--- src/rtl/led_ctl_pkg.sv ---
`default_nettype none

package led_ctl_pkg;

  // ==========================================================================
  // Clock and documented control delays
  // ==========================================================================
  localparam int CLK_PERIOD_NS = 20;
  localparam int DLY_ON_US = 560;
  localparam int DLY_OFF_REG_US = 120;
  localparam int DLY_OFF_PIN_US = 8;
  localparam int DLY_SYNC_DOWN_US = 3;
  localparam int DLY_SYNC_UP_US = 2;
  localparam int RAMP_STEP_NS = 1000;
  localparam int TIMEOUT_STEP_MS = 50;

  // Least times, so each count but the timeout step rounds up to whole cycles.
  localparam int CYC_ON_DEF = (DLY_ON_US * 1000 + CLK_PERIOD_NS - 1)
    / CLK_PERIOD_NS;
  localparam int CYC_OFF_REG_DEF = (DLY_OFF_REG_US * 1000 + CLK_PERIOD_NS - 1)
    / CLK_PERIOD_NS;
  localparam int CYC_OFF_PIN = (DLY_OFF_PIN_US * 1000 + CLK_PERIOD_NS - 1)
    / CLK_PERIOD_NS;
  localparam int CYC_SYNC_DOWN = (DLY_SYNC_DOWN_US * 1000 + CLK_PERIOD_NS - 1)
    / CLK_PERIOD_NS;
  localparam int CYC_SYNC_UP = (DLY_SYNC_UP_US * 1000 + CLK_PERIOD_NS - 1)
    / CLK_PERIOD_NS;
  localparam logic [5:0] RAMP_CYCLES = 6'((RAMP_STEP_NS + CLK_PERIOD_NS - 1)
    / CLK_PERIOD_NS);
  localparam int CYC_TIMEOUT_STEP_DEF = (TIMEOUT_STEP_MS * 1000000)
    / CLK_PERIOD_NS;

  // ==========================================================================
  // Register map, fields and values after reset
  // ==========================================================================
  localparam logic [7:0] REG_MODE = 8'h01;
  localparam logic [7:0] REG_TIMING = 8'h04;
  localparam logic [7:0] REG_CEILING = 8'h05;
  localparam logic [7:0] REG_FLASH_LVL = 8'h06;
  localparam logic [7:0] REG_TORCH_LVL = 8'h07;
  localparam logic [7:0] REG_FLAGS = 8'h08;
  localparam int SYNC_EN_BIT = 3;
  localparam int TIMEOUT_FLAG_BIT = 0;
  localparam logic [1:0] MODE_OFF = 2'h0;
  localparam logic [1:0] MODE_TORCH = 2'h2;
  localparam logic [1:0] MODE_FLASH = 2'h3;
  localparam logic [7:0] MODE_RST = 8'h08;
  localparam logic [7:0] TIMING_RST = 8'h07;
  localparam logic [7:0] CEILING_RST = 8'h7F;
  localparam logic [7:0] FLASH_LVL_RST = 8'h3F;
  localparam logic [7:0] TORCH_LVL_RST = 8'h3F;
  // Bus address value is arbitrary.
  localparam logic [6:0] DEV_ADDR = 7'h2A;

  // ==========================================================================
  // Synchronised input positions and state encodings
  // ==========================================================================
  localparam int IN_SCL = 0;
  localparam int IN_SDA = 1;
  localparam int IN_FLASH = 2;
  localparam int IN_TORCH = 3;
  localparam int IN_SYNC = 4;
  localparam int IN_VOUT = 5;
  localparam int IN_HEADROOM = 6;

  typedef enum logic [2:0] {
    ST_IDLE = 3'b000,
    ST_WAIT_ON = 3'b001,
    ST_PRECHARGE = 3'b010,
    ST_RUN = 3'b011,
    ST_WAIT_OFF = 3'b100,
    ST_RAMP_DOWN = 3'b101
  } ctl_state_type;

  typedef enum logic [3:0] {
    B_IDLE = 4'b0000,
    B_ADDR = 4'b0001,
    B_ACK_A = 4'b0010,
    B_REG = 4'b0011,
    B_ACK_R = 4'b0100,
    B_WDATA = 4'b0101,
    B_ACK_W = 4'b0110,
    B_RDATA = 4'b0111,
    B_RACK = 4'b1000
  } bus_state_type;

endpackage

`default_nettype wire

--- src/rtl/delay_timer.sv ---
`default_nettype none

module delay_timer
  import led_ctl_pkg::*;
(
  input wire logic clk,
  input wire logic rst,
  input wire logic ce,
  input wire logic load,
  input wire logic [24:0] value,
  output logic [24:0] count,
  output logic done
);

  typedef struct packed {
    logic [24:0] cnt;
  } timer_type;

  timer_type t_reg;
  timer_type t_next;

  // A load of N makes done fire so that the owner acts N edges later.
  always_comb begin
    t_next = t_reg;
    if (load) begin
      t_next.cnt = value;
    end else if (t_reg.cnt != 25'h0000000) begin
      t_next.cnt = t_reg.cnt - 25'h0000001;
    end
  end

  always_ff @(posedge clk) begin
    if (rst) begin
      t_reg <= '{cnt: 25'h0000000};
    end else if (ce) begin
      t_reg <= t_next;
    end
  end

  assign count = t_reg.cnt;
  assign done = (t_reg.cnt == 25'h0000001);

endmodule

`default_nettype wire

--- src/rtl/flash_torch_led_current_control.sv ---
// What this block does
// Register enable starts ramp after 560 us.
// Register disable starts ramp-down 120 us after stop.
// Flash pin: up after 560 us, down 8 us.
// Torch pin: up after 560 us, down 8 us.
// Sync rise cuts after 3 us, fall restores 2 us.
// Flash: 128 levels, nibble ceiling, seven-bit level.
// Flash from mode bits or flash pin.
// Flash ramps through every step to target.
// Secondary gets ceiling minus primary level.
// Primary above ceiling: clamp, secondary off.
// Flash completion clears mode bits; host re-arms.
// Torch: 128 levels, three-bit ceiling, seven-bit level.
// Torch from mode bits or pin, stepped ramp.
// Torch split and clamp like flash.
// Torch never times out.
// Precharge with sources off until output ready.
// Start in pass, boost on low headroom.
// Sync high forces torch level during flash.
// Timeout turns current off despite sync.
// Sync input ignored when sync enable clear.
// Eight timeouts, 50 to 400 ms.
// Timeout clears mode bits, sets flag.
// One step per ramp tick; counter delays.
// Sync fallback uses torch ceiling and split.
`default_nettype none

module flash_torch_led_current_control
  import led_ctl_pkg::*;
#(
  parameter int ON_DELAY_CYCLES = CYC_ON_DEF,
  parameter int OFF_REG_DELAY_CYCLES = CYC_OFF_REG_DEF,
  parameter int TIMEOUT_STEP_CYCLES = CYC_TIMEOUT_STEP_DEF
)
(
  input wire logic MCLK,
  input wire logic RESET,
  input wire logic CE,
  input wire logic SCL,
  input wire logic SDA_IN,
  output logic SDA_OUT,
  output logic SDA_OE,
  input wire logic FLASH_TRIG,
  input wire logic TORCH_TRIG,
  input wire logic PA_SYNC,
  input wire logic VOUT_READY,
  input wire logic HEADROOM_LOW,
  output logic [6:0] PRIMARY_CODE,
  output logic [6:0] SECONDARY_CODE,
  output logic SOURCES_ON,
  output logic PRECHARGE_ON,
  output logic BOOST_ON
);

  // ==========================================================================
  // State
  // ==========================================================================
  typedef struct packed {
    logic [6:0] s1;
    logic [6:0] s2;
    logic [6:0] s3;
    logic [6:0] f;
    logic [1:0] fp;
    logic pin_req_d;
    ctl_state_type st;
    logic is_flash;
    logic flash_block;
    logic src_on;
    logic boost;
    logic [6:0] prim;
    logic [6:0] sec;
    logic [5:0] ramp_cnt;
    logic [24:0] to_cnt;
    logic tx_app;
    logic tx_pend;
    logic [7:0] mode;
    logic [7:0] mode_pend;
    logic pend_v;
    logic [7:0] timing;
    logic [7:0] ceil;
    logic [7:0] flvl;
    logic [7:0] tlvl;
    logic [7:0] flags;
    bus_state_type bst;
    logic [3:0] nbit;
    logic [7:0] shift;
    logic [7:0] ptr;
    logic rw;
    logic drive;
  } state_type;

  localparam state_type STATE_RST = '{
    s1: 7'h00, s2: 7'h00, s3: 7'h00, f: 7'h00, fp: 2'h0,
    pin_req_d: 1'b0, st: ST_IDLE, is_flash: 1'b0, flash_block: 1'b0,
    src_on: 1'b0, boost: 1'b0, prim: 7'h00, sec: 7'h00,
    ramp_cnt: 6'h00, to_cnt: 25'h0000000, tx_app: 1'b0, tx_pend: 1'b0,
    mode: MODE_RST, mode_pend: MODE_RST, pend_v: 1'b0,
    timing: TIMING_RST, ceil: CEILING_RST, flvl: FLASH_LVL_RST,
    tlvl: TORCH_LVL_RST, flags: 8'h00, bst: B_IDLE, nbit: 4'h0,
    shift: 8'h00, ptr: 8'h00, rw: 1'b0, drive: 1'b0
  };

  state_type s_reg;
  state_type s_next;

  logic scl_rise, scl_fall, bus_start, bus_stop, sda;
  logic flash_w, torch_w, req, ramp_tick, timeout, use_torch, tx_req;
  logic lit;
  logic [6:0] fceil_code, tceil_code, cap, lvl, pt_tgt, st_tgt;
  logic [24:0] to_lim, tmr_val, tx_val, tmr_cnt, tx_cnt;
  logic tmr_load, tx_load, tmr_done, tx_done;
  logic [7:0] rd_byte;

  function automatic logic [7:0] reg_read(input logic [7:0] a);
    logic [7:0] r;
    r = 8'h00;
    if (a == REG_MODE) begin
      r = s_reg.mode;
    end else if (a == REG_TIMING) begin
      r = s_reg.timing;
    end else if (a == REG_CEILING) begin
      r = s_reg.ceil;
    end else if (a == REG_FLASH_LVL) begin
      r = s_reg.flvl;
    end else if (a == REG_TORCH_LVL) begin
      r = s_reg.tlvl;
    end else if (a == REG_FLAGS) begin
      r = s_reg.flags;
    end
    return r;
  endfunction

  function automatic logic [6:0] step(input logic [6:0] cur,
                                      input logic [6:0] goal);
    logic [6:0] r;
    r = cur;
    if (cur < goal) begin
      r = cur + 7'h01;
    end else if (cur > goal) begin
      r = cur - 7'h01;
    end
    return r;
  endfunction

  // ==========================================================================
  // Derived terms
  // ==========================================================================
  assign sda = s_reg.f[IN_SDA];
  assign scl_rise = s_reg.f[IN_SCL] & ~s_reg.fp[0];
  assign scl_fall = ~s_reg.f[IN_SCL] & s_reg.fp[0];
  assign bus_start = s_reg.f[IN_SCL] & s_reg.fp[0] & ~sda & s_reg.fp[1];
  assign bus_stop = s_reg.f[IN_SCL] & s_reg.fp[0] & sda & ~s_reg.fp[1];
  assign rd_byte = reg_read(s_reg.ptr);

  // Ceiling fields widen to the full code range of each mode.
  assign fceil_code = {s_reg.ceil[3:0], 3'h7};
  assign tceil_code = {s_reg.ceil[6:4], 4'hF};
  assign use_torch = ~s_reg.is_flash | s_reg.tx_app;
  assign cap = use_torch ? tceil_code : fceil_code;
  assign lvl = use_torch ? s_reg.tlvl[6:0] : s_reg.flvl[6:0];
  assign pt_tgt = (lvl > cap) ? cap : lvl;
  assign st_tgt = (lvl > cap) ? 7'h00 : cap - lvl;

  assign flash_w = ((s_reg.mode[1:0] == MODE_FLASH) | s_reg.f[IN_FLASH])
    & ~s_reg.flash_block;
  assign torch_w = (s_reg.mode[1:0] == MODE_TORCH)
    | s_reg.f[IN_TORCH];
  assign req = (s_reg.st == ST_IDLE) ? (flash_w | torch_w)
    : (s_reg.is_flash ? flash_w : torch_w);
  assign lit = (s_reg.st == ST_RUN) | (s_reg.st == ST_WAIT_OFF);
  assign ramp_tick = (s_reg.ramp_cnt == RAMP_CYCLES - 6'h01);
  assign to_lim = 25'((int'(s_reg.timing[2:0]) + 1)
    * TIMEOUT_STEP_CYCLES);
  assign timeout = s_reg.is_flash & lit
    & (s_reg.to_cnt == to_lim - 25'h0000001);
  assign tx_req = s_reg.f[IN_SYNC] & s_reg.mode[SYNC_EN_BIT]
    & s_reg.is_flash & lit & ~timeout;

  // ==========================================================================
  // Next state
  // ==========================================================================
  always_comb begin
    s_next = s_reg;
    tmr_load = 1'b0;
    tmr_val = 25'(ON_DELAY_CYCLES);
    tx_load = 1'b0;
    tx_val = 25'(CYC_SYNC_DOWN);

    // Only the second and third stages are compared, so a change counts
    // once it has been seen on two edges in a row.
    s_next.s1 = {HEADROOM_LOW, VOUT_READY, PA_SYNC, TORCH_TRIG, FLASH_TRIG,
                 SDA_IN, SCL};
    s_next.s2 = s_reg.s1;
    s_next.s3 = s_reg.s2;
    s_next.f = (s_reg.s2 & s_reg.s3) | (s_reg.f & (s_reg.s2 | s_reg.s3));
    s_next.fp = {sda, s_reg.f[IN_SCL]};

    // Serial slave. Mode writes wait for the stop so that every delay
    // measured from a command starts from its end.
    if (bus_stop) begin
      s_next.bst = B_IDLE;
      s_next.drive = 1'b0;
      if (s_reg.pend_v) begin
        s_next.mode = s_reg.mode_pend;
        s_next.pend_v = 1'b0;
      end
    end else if (bus_start) begin
      s_next.bst = B_ADDR;
      s_next.nbit = 4'h0;
      s_next.drive = 1'b0;
    end else if (scl_rise) begin
      if (s_reg.bst == B_ADDR || s_reg.bst == B_REG
          || s_reg.bst == B_WDATA) begin
        s_next.shift = {s_reg.shift[6:0], sda};
        s_next.nbit = s_reg.nbit + 4'h1;
      end else if (s_reg.bst == B_RDATA) begin
        s_next.nbit = s_reg.nbit + 4'h1;
      end else if (s_reg.bst == B_RACK && sda) begin
        s_next.bst = B_IDLE;
      end
    end else if (scl_fall) begin
      case (s_reg.bst)
        B_ADDR: begin
          if (s_reg.nbit == 4'h8) begin
            if (s_reg.shift[7:1] == DEV_ADDR) begin
              s_next.bst = B_ACK_A;
              s_next.drive = 1'b1;
              s_next.rw = s_reg.shift[0];
            end else begin
              s_next.bst = B_IDLE;
            end
          end
        end
        B_ACK_A, B_RACK: begin
          s_next.nbit = 4'h0;
          if (s_reg.bst == B_RACK || s_reg.rw) begin
            s_next.bst = B_RDATA;
            s_next.shift = rd_byte;
            s_next.drive = ~rd_byte[7];
            if (s_reg.ptr == REG_FLAGS) begin
              s_next.flags = 8'h00;
            end
          end else begin
            s_next.bst = B_REG;
            s_next.drive = 1'b0;
          end
        end
        B_REG: begin
          if (s_reg.nbit == 4'h8) begin
            s_next.ptr = s_reg.shift;
            s_next.bst = B_ACK_R;
            s_next.drive = 1'b1;
          end
        end
        B_ACK_R, B_ACK_W: begin
          s_next.bst = B_WDATA;
          s_next.drive = 1'b0;
          s_next.nbit = 4'h0;
        end
        B_WDATA: begin
          if (s_reg.nbit == 4'h8) begin
            if (s_reg.ptr == REG_MODE) begin
              s_next.mode_pend = s_reg.shift;
              s_next.pend_v = 1'b1;
            end else if (s_reg.ptr == REG_TIMING) begin
              s_next.timing = s_reg.shift;
            end else if (s_reg.ptr == REG_CEILING) begin
              s_next.ceil = s_reg.shift;
            end else if (s_reg.ptr == REG_FLASH_LVL) begin
              s_next.flvl = s_reg.shift;
            end else if (s_reg.ptr == REG_TORCH_LVL) begin
              s_next.tlvl = s_reg.shift;
            end
            s_next.ptr = s_reg.ptr + 8'h01;
            s_next.bst = B_ACK_W;
            s_next.drive = 1'b1;
          end
        end
        B_RDATA: begin
          if (s_reg.nbit == 4'h8) begin
            s_next.drive = 1'b0;
            s_next.bst = B_RACK;
            s_next.ptr = s_reg.ptr + 8'h01;
          end else begin
            s_next.shift = {s_reg.shift[6:0], 1'b0};
            s_next.drive = ~s_reg.shift[6];
          end
        end
        default: begin
          s_next.bst = B_IDLE;
        end
      endcase
    end

    // Control sequencer.
    s_next.pin_req_d = s_reg.f[IN_FLASH] | s_reg.f[IN_TORCH];
    s_next.ramp_cnt = ramp_tick ? 6'h00 : s_reg.ramp_cnt + 6'h01;
    if (~s_reg.f[IN_FLASH] && s_reg.mode[1:0] != MODE_FLASH) begin
      s_next.flash_block = 1'b0;
    end
    case (s_reg.st)
      ST_IDLE: begin
        s_next.boost = 1'b0;
        if (req) begin
          s_next.is_flash = flash_w;
          s_next.st = ST_WAIT_ON;
          tmr_load = 1'b1;
        end
      end
      ST_WAIT_ON: begin
        if (!req) begin
          s_next.st = ST_IDLE;
        end else if (tmr_done) begin
          s_next.st = ST_PRECHARGE;
        end
      end
      ST_PRECHARGE: begin
        if (!req) begin
          s_next.st = ST_IDLE;
        end else if (s_reg.f[IN_VOUT]) begin
          s_next.st = ST_RUN;
          s_next.src_on = 1'b1;
        end
      end
      ST_RUN, ST_WAIT_OFF: begin
        if (timeout) begin
          s_next.st = ST_RAMP_DOWN;
          s_next.flash_block = 1'b1;
          s_next.flags[TIMEOUT_FLAG_BIT] = 1'b1;
          if (!(bus_stop && s_reg.pend_v)) begin
            s_next.mode[1:0] = MODE_OFF;
          end
        end else if (s_reg.st == ST_RUN && !req) begin
          s_next.st = ST_WAIT_OFF;
          tmr_load = 1'b1;
          tmr_val = s_reg.pin_req_d ? 25'(CYC_OFF_PIN)
            : 25'(OFF_REG_DELAY_CYCLES);
        end else if (s_reg.st == ST_WAIT_OFF && req) begin
          s_next.st = ST_RUN;
        end else if (s_reg.st == ST_WAIT_OFF && tmr_done) begin
          s_next.st = ST_RAMP_DOWN;
        end
      end
      ST_RAMP_DOWN: begin
        if (s_reg.prim == 7'h00 && s_reg.sec == 7'h00) begin
          s_next.st = ST_IDLE;
          s_next.src_on = 1'b0;
          if (s_reg.is_flash && !(bus_stop && s_reg.pend_v)) begin
            s_next.mode[1:0] = MODE_OFF;
          end
        end
      end
      default: begin
        s_next.st = ST_IDLE;
      end
    endcase

    // Pass until the headroom comparator asks for switching.
    if (s_reg.src_on && s_reg.f[IN_HEADROOM]) begin
      s_next.boost = 1'b1;
    end

    // Current codes move one step per tick; outside the lit states the
    // goal is zero, so the ramp-down also walks every step.
    if (lit || s_reg.st == ST_RAMP_DOWN) begin
      if (ramp_tick) begin
        s_next.prim = step(s_reg.prim, lit ? pt_tgt : 7'h00);
        s_next.sec = step(s_reg.sec, lit ? st_tgt : 7'h00);
      end
    end else begin
      s_next.prim = 7'h00;
      s_next.sec = 7'h00;
    end

    s_next.to_cnt = (s_reg.is_flash && lit)
      ? s_reg.to_cnt + 25'h0000001 : 25'h0000000;

    // Sync fallback with its own delays in each direction.
    if (!lit || !s_reg.mode[SYNC_EN_BIT]) begin
      s_next.tx_app = 1'b0;
      s_next.tx_pend = 1'b0;
    end else if (tx_req != s_reg.tx_app) begin
      if (!s_reg.tx_pend) begin
        tx_load = 1'b1;
        tx_val = tx_req ? 25'(CYC_SYNC_DOWN) : 25'(CYC_SYNC_UP);
        s_next.tx_pend = 1'b1;
      end else if (tx_done) begin
        s_next.tx_app = tx_req;
        s_next.tx_pend = 1'b0;
      end
    end else begin
      s_next.tx_pend = 1'b0;
    end
  end

  always_ff @(posedge MCLK) begin
    if (RESET) begin
      s_reg <= STATE_RST;
    end else if (CE) begin
      s_reg <= s_next;
    end
  end

  // ==========================================================================
  // Timers and outputs
  // ==========================================================================
  delay_timer ctl_timer (
    .clk(MCLK),
    .rst(RESET),
    .ce(CE),
    .load(tmr_load),
    .value(tmr_val),
    .count(tmr_cnt),
    .done(tmr_done)
  );

  delay_timer sync_timer (
    .clk(MCLK),
    .rst(RESET),
    .ce(CE),
    .load(tx_load),
    .value(tx_val),
    .count(tx_cnt),
    .done(tx_done)
  );

  assign SDA_OUT = 1'b0;
  assign SDA_OE = s_reg.drive;
  assign PRIMARY_CODE = s_reg.prim;
  assign SECONDARY_CODE = s_reg.sec;
  assign SOURCES_ON = s_reg.src_on;
  assign PRECHARGE_ON = (s_reg.st == ST_PRECHARGE);
  assign BOOST_ON = s_reg.boost;
endmodule

`default_nettype wire

--- config.mk ---
export PLATFORM = sky130hd
export DESIGN_NAME = flash_torch_led_current_control
export DESIGN_NICKNAME = d
export VERILOG_FILES = /design/src/rtl/led_ctl_pkg.sv /design/src/rtl/delay_timer.sv /design/src/rtl/flash_torch_led_current_control.sv
export SDC_FILE = /design/constraint.sdc
export NUM_CORES = 1
export LEC_CHECK = 0
export BUFFER_PORTS_ARGS = -buffer_cell sky130_fd_sc_hd__buf_4
export CAP_MARGIN = 30
export CORE_MARGIN = 1
export CORE_UTILIZATION = 55
export DETAILED_ROUTE_END_ITERATION = 16
export PLACE_DENSITY = 0.71
export SLEW_MARGIN = 20
export SYNTH_ARGS = -nofsm -noshare
export SYNTH_HDL_FRONTEND = slang
export SYNTH_HIERARCHICAL = 1
export SYNTH_SLANG_ARGS = --single-unit
--- constraint.sdc ---
create_clock -name MCLK -period 8.3 [get_ports MCLK]
set_input_delay 0.83 -clock MCLK [delete_from_list [all_inputs] [get_ports MCLK]]
set_output_delay 0.83 -clock MCLK [all_outputs]
set_load 0.05 [all_outputs]
# Word-level counts from Yosys, hierarchy flattened
# Index checks and enable logic that the tools add are counted.
# totals
ff_bits	211
inputBits	10
out_inout_bits	19
# op_classes
addsub	13
multipliers	1
n_lt_le_gt_ge	5
n_eq_ne	60
n_mux	133
bitwise	41
reduce_logical	71
# ops
operator	count
8-bit 2-to-1 mux	21
25-bit 2-to-1 mux	5
41-bit 2-to-1 mux	2
25-bit by 1-bit subtractor with 25-bit output (second input constant)	3
7-bit 2-to-1 mux	10
67-bit 2-to-1 mux	1
33-bit 2-to-1 mux	2
25-bit by 1-bit == test with 1-bit output (second input constant)	2
25-bit nonzero test	2
4-bit 2-to-1 mux	12
15-bit 2-to-1 mux	3
1-bit 2-to-1 mux	35
8-bit by 3-bit == test with 1-bit output (second input constant)	4
16-bit 2-to-1 mux	2
2-bit 2-to-1 mux	16
32-bit 2-to-1 mux	1
8-bit case mux with 2 select lines	2
8-bit AND reduction	4
3-bit 2-to-1 mux	10
14-bit 2-to-1 mux	2
2-bit nonzero test	13
25-bit by 1-bit adder with 25-bit output (second input constant)	1
25-bit == test	1
24-bit 2-to-1 mux	1
other kinds (65)	169

# Longest topological paths before layout
# Gate-level depths: netlist of the first run.
# depth
ltp_word	16
ltp_mapped	31
ltp_nobuf	28

# Hierarchy
# The synthesis of the first run kept the hierarchy.
# modules_own_cells
module	instances	cells_each	area_per_inst_um2	seq_area_each_um2
flash_torch_led_current_control	1	1327	10817.9	3223.1
delay_timer	2	237	1700.4	500.5

# Worst setup path after synthesis of the first run
# OpenSTA, ideal clock, no wires.
# synth_timing
kind	reg-to-reg
from	register s_reg[59] (netlist bit)
to	register sync_timer.t_reg (netlist bit sync_timer/count[6])
t_arrival_ps	5693
required_time_ps	8172
path_slack_ps	2479
path_stages_with_launch	24
n_path_buf	5
synth_period_minus_slack_ps	5821
cell_sequence	dfxtp_1 -> ha_1 -> xor2_1 -> ha_1 -> fa_1 -> ha_1 -> nor2b_1 -> buf_6 -> or3_4 -> a21oi_2 -> o2111a_1 -> buf_6 -> nand2_4 -> or4_4 -> a32oi_2 -> and4_2 -> o21ai_0 -> a21oi_1 -> clkbuf_1 -> clkbuf_1 -> clkbuf_1 -> a21oi_1 -> o211ai_1 -> o31ai_1
# synth_via
elab_chain_cells	12
word_cells_on_any_way	17
cone_classes	add/sub (2); mul (1); eq/ne (2); mux (7); bitwise (3); reduce/logical (2)
# synth_rtl
item	line_no	text
start: declaration	flash_torch_led_current_control.sv:103	state_type s_reg;
start signal: assignment	flash_torch_led_current_control.sv:400	s_reg <= s_next;
3-bit by 1-bit adder with 4-bit output (*)	flash_torch_led_current_control.sv:172	assign to_lim = 25'((int'(s_reg.timing[2:0]) + 1)
4-bit by 17-bit multiplier with 20-bit output (*)	flash_torch_led_current_control.sv:173	* TIMEOUT_STEP_CYCLES);
25-bit by 1-bit subtractor with 25-bit output (*)	flash_torch_led_current_control.sv:175	& (s_reg.to_cnt == to_lim - 25'h0000001);
25-bit == test (*)	flash_torch_led_current_control.sv:175	
1-bit AND (*)	flash_torch_led_current_control.sv:175	
1-bit NOT (*)	flash_torch_led_current_control.sv:177	& s_reg.is_flash & lit & ~timeout;
1-bit AND (*)	flash_torch_led_current_control.sv:177	
1-bit inequality test (*)	flash_torch_led_current_control.sv:382	end else if (tx_req != s_reg.tx_app) begin
1-bit 2-to-1 mux (*)	flash_torch_led_current_control.sv:382	
1-bit 2-to-1 mux (*)	flash_torch_led_current_control.sv:379	if (!lit || !s_reg.mode[SYNC_EN_BIT]) begin
via tx_load	flash_torch_led_current_control.sv:111	logic tmr_load, tx_load, tmr_done, tx_done;
2-bit nonzero test (no source line)	--	
2-bit AND reduction (no source line)	--	
end signal: assignment	delay_timer.sv:34	t_reg <= '{cnt: 25'h0000000};
end signal: assignment	delay_timer.sv:36	t_reg <= t_next;
end: declaration	delay_timer.sv:19	timer_type t_reg;
# The timed path passes the listed nets; every way through them passes the cells marked *.
# A chain may end at the register's enable or synchronous reset.

# Final worst setup path of the first run
# layout_timing
from	register s_reg[58] (netlist bit)
to	register ctl_timer.t_reg (netlist bit ctl_timer/count[24])
# layout_via
elab_chain_cells	9
word_cells_on_any_way	10
cone_classes	add/sub (2); mul (1); eq/ne (1); mux (3); bitwise (1); reduce/logical (2)
# layout_rtl
item	line_no	text
3-bit by 1-bit adder with 4-bit output (*)	flash_torch_led_current_control.sv:172	
4-bit by 17-bit multiplier with 20-bit output (*)	flash_torch_led_current_control.sv:173	
25-bit by 1-bit subtractor with 25-bit output (*)	flash_torch_led_current_control.sv:175	
25-bit == test (*)	flash_torch_led_current_control.sv:175	
1-bit AND (*)	flash_torch_led_current_control.sv:175	
1-bit 2-to-1 mux (*)	flash_torch_led_current_control.sv:326	if (timeout) begin
1-bit case mux with 2 select lines (*)	flash_torch_led_current_control.sv:301	case (s_reg.st)
via tmr_load	flash_torch_led_current_control.sv:111	
2-bit nonzero test (no source line)	--	
2-bit AND reduction (no source line)	--	
end signal: assignment	delay_timer.sv:34	
end signal: assignment	delay_timer.sv:36	
end: declaration	delay_timer.sv:19	
# Marked as above.

==> qor.csv, run 1 <==
stage,metric,value,unit
outcome,status,completed,
die,I/O pin total,29,
clock_network,clk slew on worst S/H paths,0.06,ns
hold_path,hold endpoint,s_reg[66]$_SDFFE_PP0P_,
clock_network,root buffer cell,clkbuf_16,
setup_path,Critical Path Sink Type,register,
synthesis,top-count cell post-synth,nor2_1,
clock_network,CTS buffer count,25,
routing,vias per cell,6.10,
routing,WL/cell,16.9,µm
routing,Pre-antenna DRT Iters,7,
cells_and_area,share of layout cells above drive strength 1,0.0749,
die,Die ar.,26500,µm²
grt,initial antenna violation count,0,
cells_and_area,fillers,2311,
die,Core Area,25300,µm²
routing,vias,13000,
timing,RSZ-0062 raised after global routing,no,
timing,final setup vio count,0,
timing,Fin Setup TNS,0,ns
power_and_ir_drop,leak pwr,5.87,nW
timing,Tmin final,7.42,ns
power_and_ir_drop,Peak VDD IR,266,µV
synthesis,"flops & latches, synth",211,
synthesis,multiplexer share of the synthesized area,0.0497,
setup_path,Reg-to-Reg End,ctl_timer/count[24]$_SDFFE_PP0P_,
placement,post-DP HPWL,25200,µm
setup_path,crit path max fanout,14,
clock_network,CTS tree,done,
die,Vert. Die Dim,163,µm
synthesis,Synth area leader,dfxtp_1,
synthesis,most frequent cells after synthesis,"221 x nor2_1, 211 x dfxtp_1, 177 x nand2_1",
die,row count,58,
setup_path,most frequent CP cell,ha_1,
hold_path,WHS Path Cells,2,
grt,vias in the first global route,11700,
die,initial core utilization,0.563,
setup_path,R2R setup slack,0.88,ns
timing,Max Transition Viols Final,0,
setup_path,RR Startpoint,s_reg[58]$_SDFFE_PP1P_,
clock_network,clock sink count,211,
cells_and_area,diodes inserted,0,
grt,gr ovfl total,0,
timing,final hold vios,0,
placement,gpl congestion,0.922,
synthesis,register area share after synthesis,0.297,
hold_path,Worst Min Path Start,s_reg[66]$_SDFFE_PP0P_,
setup_path,R2R depth,21,
hold_path,HP Class,register to register,
clock_network,Hold Buf Count CTS,0,
placement,IO Port Bufs,27,
timing,measured slew at the worst slew-check pin,0.965,ns
synthesis,simple-gate area share of the yosys netlist,0.249,
timing,final setup margin,0.883,ns
routing,drc violations,0,
setup_path,CP peak stage delay,0.63,ns
power_and_ir_drop,Power per Cell Area,268,nW/µm²
timing,worst relative slew slack,0.354,
synthesis,Synth top area share,0.297,
synthesis,largest family of logic cells by synthesized area,simple AND/OR/NAND/NOR gates,
clock_network,number of H-tree levels,1,
setup_path,CP Data Required Time,8.74,ns
routing,WL final,36100,µm
synthesis,ys async rst share,0,
setup_path,"Critical Path, Cell by Cell",ha_1 > xor2_1 > ha_1 > fa_1 > ha_1 > nor2b_1 > o2111ai_1 > a211oi_1 > o31ai_1 > nor3_1 > xor3_4 > nor3_2 > nand4_4 > nand3_2 > o41ai_2 > inv_1 > nand4_1 > o31ai_2 > buf_4 > nor2_1 > a22o_1,
synthesis,yosys warns,6,
synthesis,Gate Count Post-Synth,1801,
synthesis,synthesized area,14200,µm²
synthesis,post-synthesis compound-gate area fraction,0.224,
routing,antenna-violating nets left,0,
synthesis,xor/xnor share of the synthesized area,0.0517,
clock_network,Max clock buf depth,3,
synthesis,"EDFF count, synth",0,
grt,largest net degree at the start of global routing,106,
setup_path,crit path kind,register to register,
timing,Clock Skews,0.0155,ns
synthesis,largest cells by area after synthesis,"dfxtp_1 30%, ha_1 6.3%, nor2_1 5.8%",
synthesis,Main synth FF type,dfxtp_1,
clock_network,CTS-repair resized insts,0,
setup_path,"Data arrival, critical path",7.85,ns
grt,GRT Util Overall,0.268,
cells_and_area,Largest register FFs,124,
synthesis,Synth Area in Adders,0.0704,
setup_path,"slowest stage cell, crit path",dfxtp_1,
timing,upper clock frequency limit,135,MHz
timing,crit share post-route,0.894,
clock_network,Setup Buffers After CTS,0,
setup_path,CP Launch Type,register,
clock_network,Worst-Skew Late Latency,0.54,ns
cells_and_area,fin nets,1871,
synthesis,syn_area_per_cell,7.89,µm²
routing,initial DRC count,1053,
die,Die Width,163,µm
flow_run,total of max-cap violations,0,
synthesis,Yosys cell types,98,
grt,first-pass GRT wire length,59100,µm
cells_and_area,area delta synth->final,8.11,%
placement,pre-CTS setup slack,0.977,ns
-- routing by layer --
metal  track usage  part of all wire  up-vias
li1              -                 -     6449
met1         0.376              0.47     6120
met2         0.432              0.45      371
met3        0.0285             0.050       62
met4        0.0794             0.026        0
met5             0                 0        -
-- per-stage QoR --
step | power [mW] | utilization | cells | hold slack [ns] | instance area, µm²
3_3_place_gp | 2.91 | 0.573 | 2085 | 0.437 | 14500
2_1_floorplan | 2.56 | - | 1835 | 0.427 | 14300
3_5_place_dp | 2.92 | 0.573 | 2086 | 0.446 | 14500
6_report | 4.12 | 0.609 | 2132 | 0.454 | 15400
5_1_grt | 4.38 | 0.609 | 2132 | 0.479 | 15400
4_1_cts | 4.11 | 0.608 | 2131 | 0.456 | 15400
-- final cells by class --
cell class | instances | area [µm²] | share of cell area
Multi-Input combinational cell | 1449 | 9330 | 0.607
Sequential cell | 211 | 4220 | 0.275
Clock buffer | 33 | 706 | 0.0459
Tap cell | 330 | 413 | 0.0269
Timing Repair Buffer | 42 | 317 | 0.0206
Inverter | 55 | 206 | 0.0134
Clock inverter | 12 | 179 | 0.0116
-- worst max-delay path by stage --
stage | slack (ns) | from | endpoint
finish | 0.88 | s_reg[58]$_SDFFE_PP1P_ | ctl_timer/count[24]$_SDFFE_PP0P_
global route | 0.33 | s_reg[58]$_SDFFE_PP1P_ | ctl_timer/count[24]$_SDFFE_PP0P_
CTS | 0.97 | s_reg[58]$_SDFFE_PP1P_ | ctl_timer/count[24]$_SDFFE_PP0P_
detailed placement | 0.98 | s_reg[58]$_SDFFE_PP1P_ | ctl_timer/count[24]$_SDFFE_PP0P_
global placement | 1.24 | s_reg[58]$_SDFFE_PP1P_ | ctl_timer/count[24]$_SDFFE_PP0P_
floorplan | 2.48 | s_reg[59]$_SDFFE_PP1P_ | sync_timer/count[6]$_SDFFE_PP0P_
-- layout by cell type, fill, tap and decap left out, types with 11 or more instances in the layout --
cell type and count:
a21o_1 22, nor2b_1 35, inv_1 54, xor2_1 33, o21a_1 14, mux2i_1 65
o22ai_1 11, a31oi_1 22, xnor2_1 40, o211ai_1 15, dfxtp_1 211, o31ai_1 25
and3_1 29, nand2_1 177, or3_1 12, ha_1 72, buf_4 40, a211oi_1 12
clkbuf_16 25, nor2_1 221, nand2b_1 14, conb_1 36, a211o_1 27, nand3_1 60
a21oi_1 113, nand4_1 23, nor4_1 18, nor3_1 41, o21ai_0 106
-- logic make-up after synthesis --
family	Yosys count
AOI/OAI and AO/OA	476
buffers and inverters	175
other	2
adders and majority gates	77
DFF	211
xor gates and xnor gates	77
and+or+nand+nor	713
muxes	70
-- critical path, delay by kind of cell (launching register included) --
kind | cells | cell delay (ns)
AOI/OAI and AO/OA | 6 | 1.62
DFF | 1 | 0.63
and+or+nand+nor | 7 | 1.75
adders and majority gates | 4 | 1.64
buffers and inverters | 2 | 0.61
xor gates and xnor gates | 2 | 1.04
-- where the power goes --
part           total [mW]  internal (mW)  switching (mW)  leakage (nW)
Combinational        1.67          0.623            1.04          3.72
Sequential           1.28           1.13           0.145          1.71
Clock                1.17          0.724           0.449         0.441
Total                4.12           2.48            1.64          5.87
Note: power is estimated with default switching activity, not from simulation.
==> inputs of run 2 (changes only) <==
CORE_UTILIZATION = 57   (was 55)
PLACE_DENSITY = 0.73   (was 0.71)
==> qor.csv, run 2 (synthesized netlist as in run 1, its figures left out) <==
stage,metric,value,unit
placement,area post-placement,14500,µm²
cells_and_area,diodes inserted,0,
hold_path,HP Class,register to register,
die,row count,57,
die,Die ar.,25600,µm²
clock_network,Worst-Skew Late Latency,0.56,ns
setup_path,crit path kind,register to register,
routing,WL final,36100,µm
timing,RSZ-0062 raised after global routing,no,
cells_and_area,fillers,2193,
setup_path,CP Launch Type,register,
setup_path,CP Data Required Time,8.76,ns
clock_network,CTS buffer count,26,
setup_path,crit path max fanout,13,
routing,vias per cell,6.12,
cells_and_area,Final Cell Area,15400,µm²
timing,final setup margin,0.885,ns
timing,Fin Setup TNS,0,ns
timing,final hold vios,0,
cells_and_area,"commonest non-fill, non-tap cell in the layout",nor2_1,
hold_path,Worst Min Path Start,s_reg[153]$_SDFFE_PP0P_,
clock_network,Max clock buf depth,3,
setup_path,"slowest stage cell, crit path",ha_1,
setup_path,"Data arrival, critical path",7.87,ns
timing,upper clock frequency limit,135,MHz
clock_network,number of H-tree levels,1,
timing,crit share post-route,0.893,
grt,vias in the first global route,12300,
setup_path,R2R setup slack,0.88,ns
setup_path,"Critical Path, Cell by Cell",inv_1 > ha_1 > ha_1 > fa_1 > ha_1 > nor2b_1 > o2111ai_1 > a211oi_1 > o31ai_1 > nor3_1 > xor3_4 > nor3_2 > and4_2 > or3_2 > a21oi_4 > inv_1 > nand4_1 > o31ai_2 > buf_4 > o21ai_0 > a21oi_1,
routing,Pre-antenna DRT Iters,5,
power_and_ir_drop,Peak VDD IR,185,µV
routing,vias,13000,
clock_network,CTS tree,done,
die,Vert. Die Dim,160,µm
routing,antenna-violating nets left,0,
setup_path,crit path launch,s_reg[58]$_SDFFE_PP1P_,
die,initial core utilization,0.583,
cells_and_area,Final Util,0.631,
cells_and_area,Largest register FFs,124,
timing,Clock Skews,0.0266,ns
clock_network,CTS-repair resized insts,0,
flow_run,total of max-cap violations,0,
clock_network,clock sink count,211,
clock_network,root buffer cell,clkbuf_16,
cells_and_area,fin nets,1874,
timing,Tmin final,7.42,ns
cells_and_area,area delta synth->final,8.26,%
clock_network,clk slew on worst S/H paths,0.06,ns
power_and_ir_drop,leak pwr,5.87,nW
grt,initial antenna violation count,0,
timing,Max Transition Viols Final,0,
placement,IO Port Bufs,27,
grt,gr ovfl total,0,
timing,worst relative slew slack,0.379,
power_and_ir_drop,Power per Cell Area,269,nW/µm²
timing,final setup vio count,0,
routing,drc violations,0,
setup_path,Critical Path Sink Type,register,
clock_network,Setup Buffers After CTS,0,
grt,first-pass GRT wire length,60700,µm
setup_path,cell family with most CP delay,adder cells,
outcome,status,completed,
grt,GRT Util Overall,0.281,
placement,post-DP HPWL,25000,µm
setup_path,Buf/Inv on CP,3,
placement,pre-CTS setup slack,0.999,ns
placement,gpl congestion,0.921,
routing,WL/cell,17.0,µm
die,Core Area,24400,µm²
cells_and_area,share of layout cells above drive strength 1,0.0754,
die,I/O pin total,29,
routing,initial DRC count,815,
setup_path,RR Startpoint,s_reg[58]$_SDFFE_PP1P_,
setup_path,CP peak stage delay,0.69,ns
die,Die Width,160,µm
cells_and_area,most frequent cells in the layout,"221 x nor2_1, 211 x dfxtp_1, 177 x nand2_1",
grt,largest net degree at the start of global routing,101,
timing,measured slew at the worst slew-check pin,0.928,ns
setup_path,most frequent CP cell,ha_1,
clock_network,Hold Buf Count CTS,0,
run 2: changes by cell type in the layout (fill, tap and decap cells not counted):
cell	delta
clkinv_2	-3
buf_4	+2
clkinvlp_4	+2
bufinv_16	-1
clkbuf_1	+1
clkbuf_16	+1
clkbuf_8	+1
clkinv_16	+1
clkinv_4	-1
inv_16	-1
run 2: metal layers:
layer,share of wire,GRT usage
met5,0,0
met4,0.028,0.0918
met3,0.053,0.0395
met2,0.45,0.457
met1,0.47,0.384
run 2: worst paths after layout:
check / endpoint / cells after the start
worst min register to register: s_reg[146]$_SDFFE_PP0P_ / 2
worst max register to register: sync_timer/count[4]$_SDFFE_PP0P_ / 21
worst max-delay path: sync_timer/count[4]$_SDFFE_PP0P_ / 21
worst min-delay path: s_reg[146]$_SDFFE_PP0P_ / 2
run 2: layout make-up:
class / instances / area [µm²] / area share
clock buffer: 36 / 748 / 0.0486
clock inverter: 9 / 150 / 0.00975
inverter: 55 / 206 / 0.0134
multi-input combinational: 1449 / 9330 / 0.606
sequential: 211 / 4220 / 0.274
tap: 324 / 405 / 0.0263
timing repair buffer: 44 / 332 / 0.0215
run 2: worst register-to-register path, delay by kind of cell, from the launching register on:
| kind | cells | cell delay (ns) |
|---|---|---|
| AO/OA/AOI/OAI | 7 | 1.71 |
| XOR/XNOR | 1 | 0.44 |
| adder cells (fa/ha/maj) | 4 | 1.91 |
| buffers and inverters | 3 | 0.94 |
| flip-flops | 1 | 0.63 |
| AND/OR/NAND/NOR | 6 | 1.69 |
run 2: report_power, final:
part / internal [mW] / switching (mW)
Clock: 0.722 / 0.456
Combinational: 0.629 / 1.05
Sequential: 1.14 / 0.146
run 2: stage by stage:
stage                     total power, mW  instances  hold slack (ns)
after global routing                 4.40       2128            0.475
after floorplan                      2.56       1835            0.427
after CTS                            4.12       2127            0.455
after detailed placement             2.94       2082            0.448
after global placement               2.91       2081            0.436
final                                4.14       2128            0.457
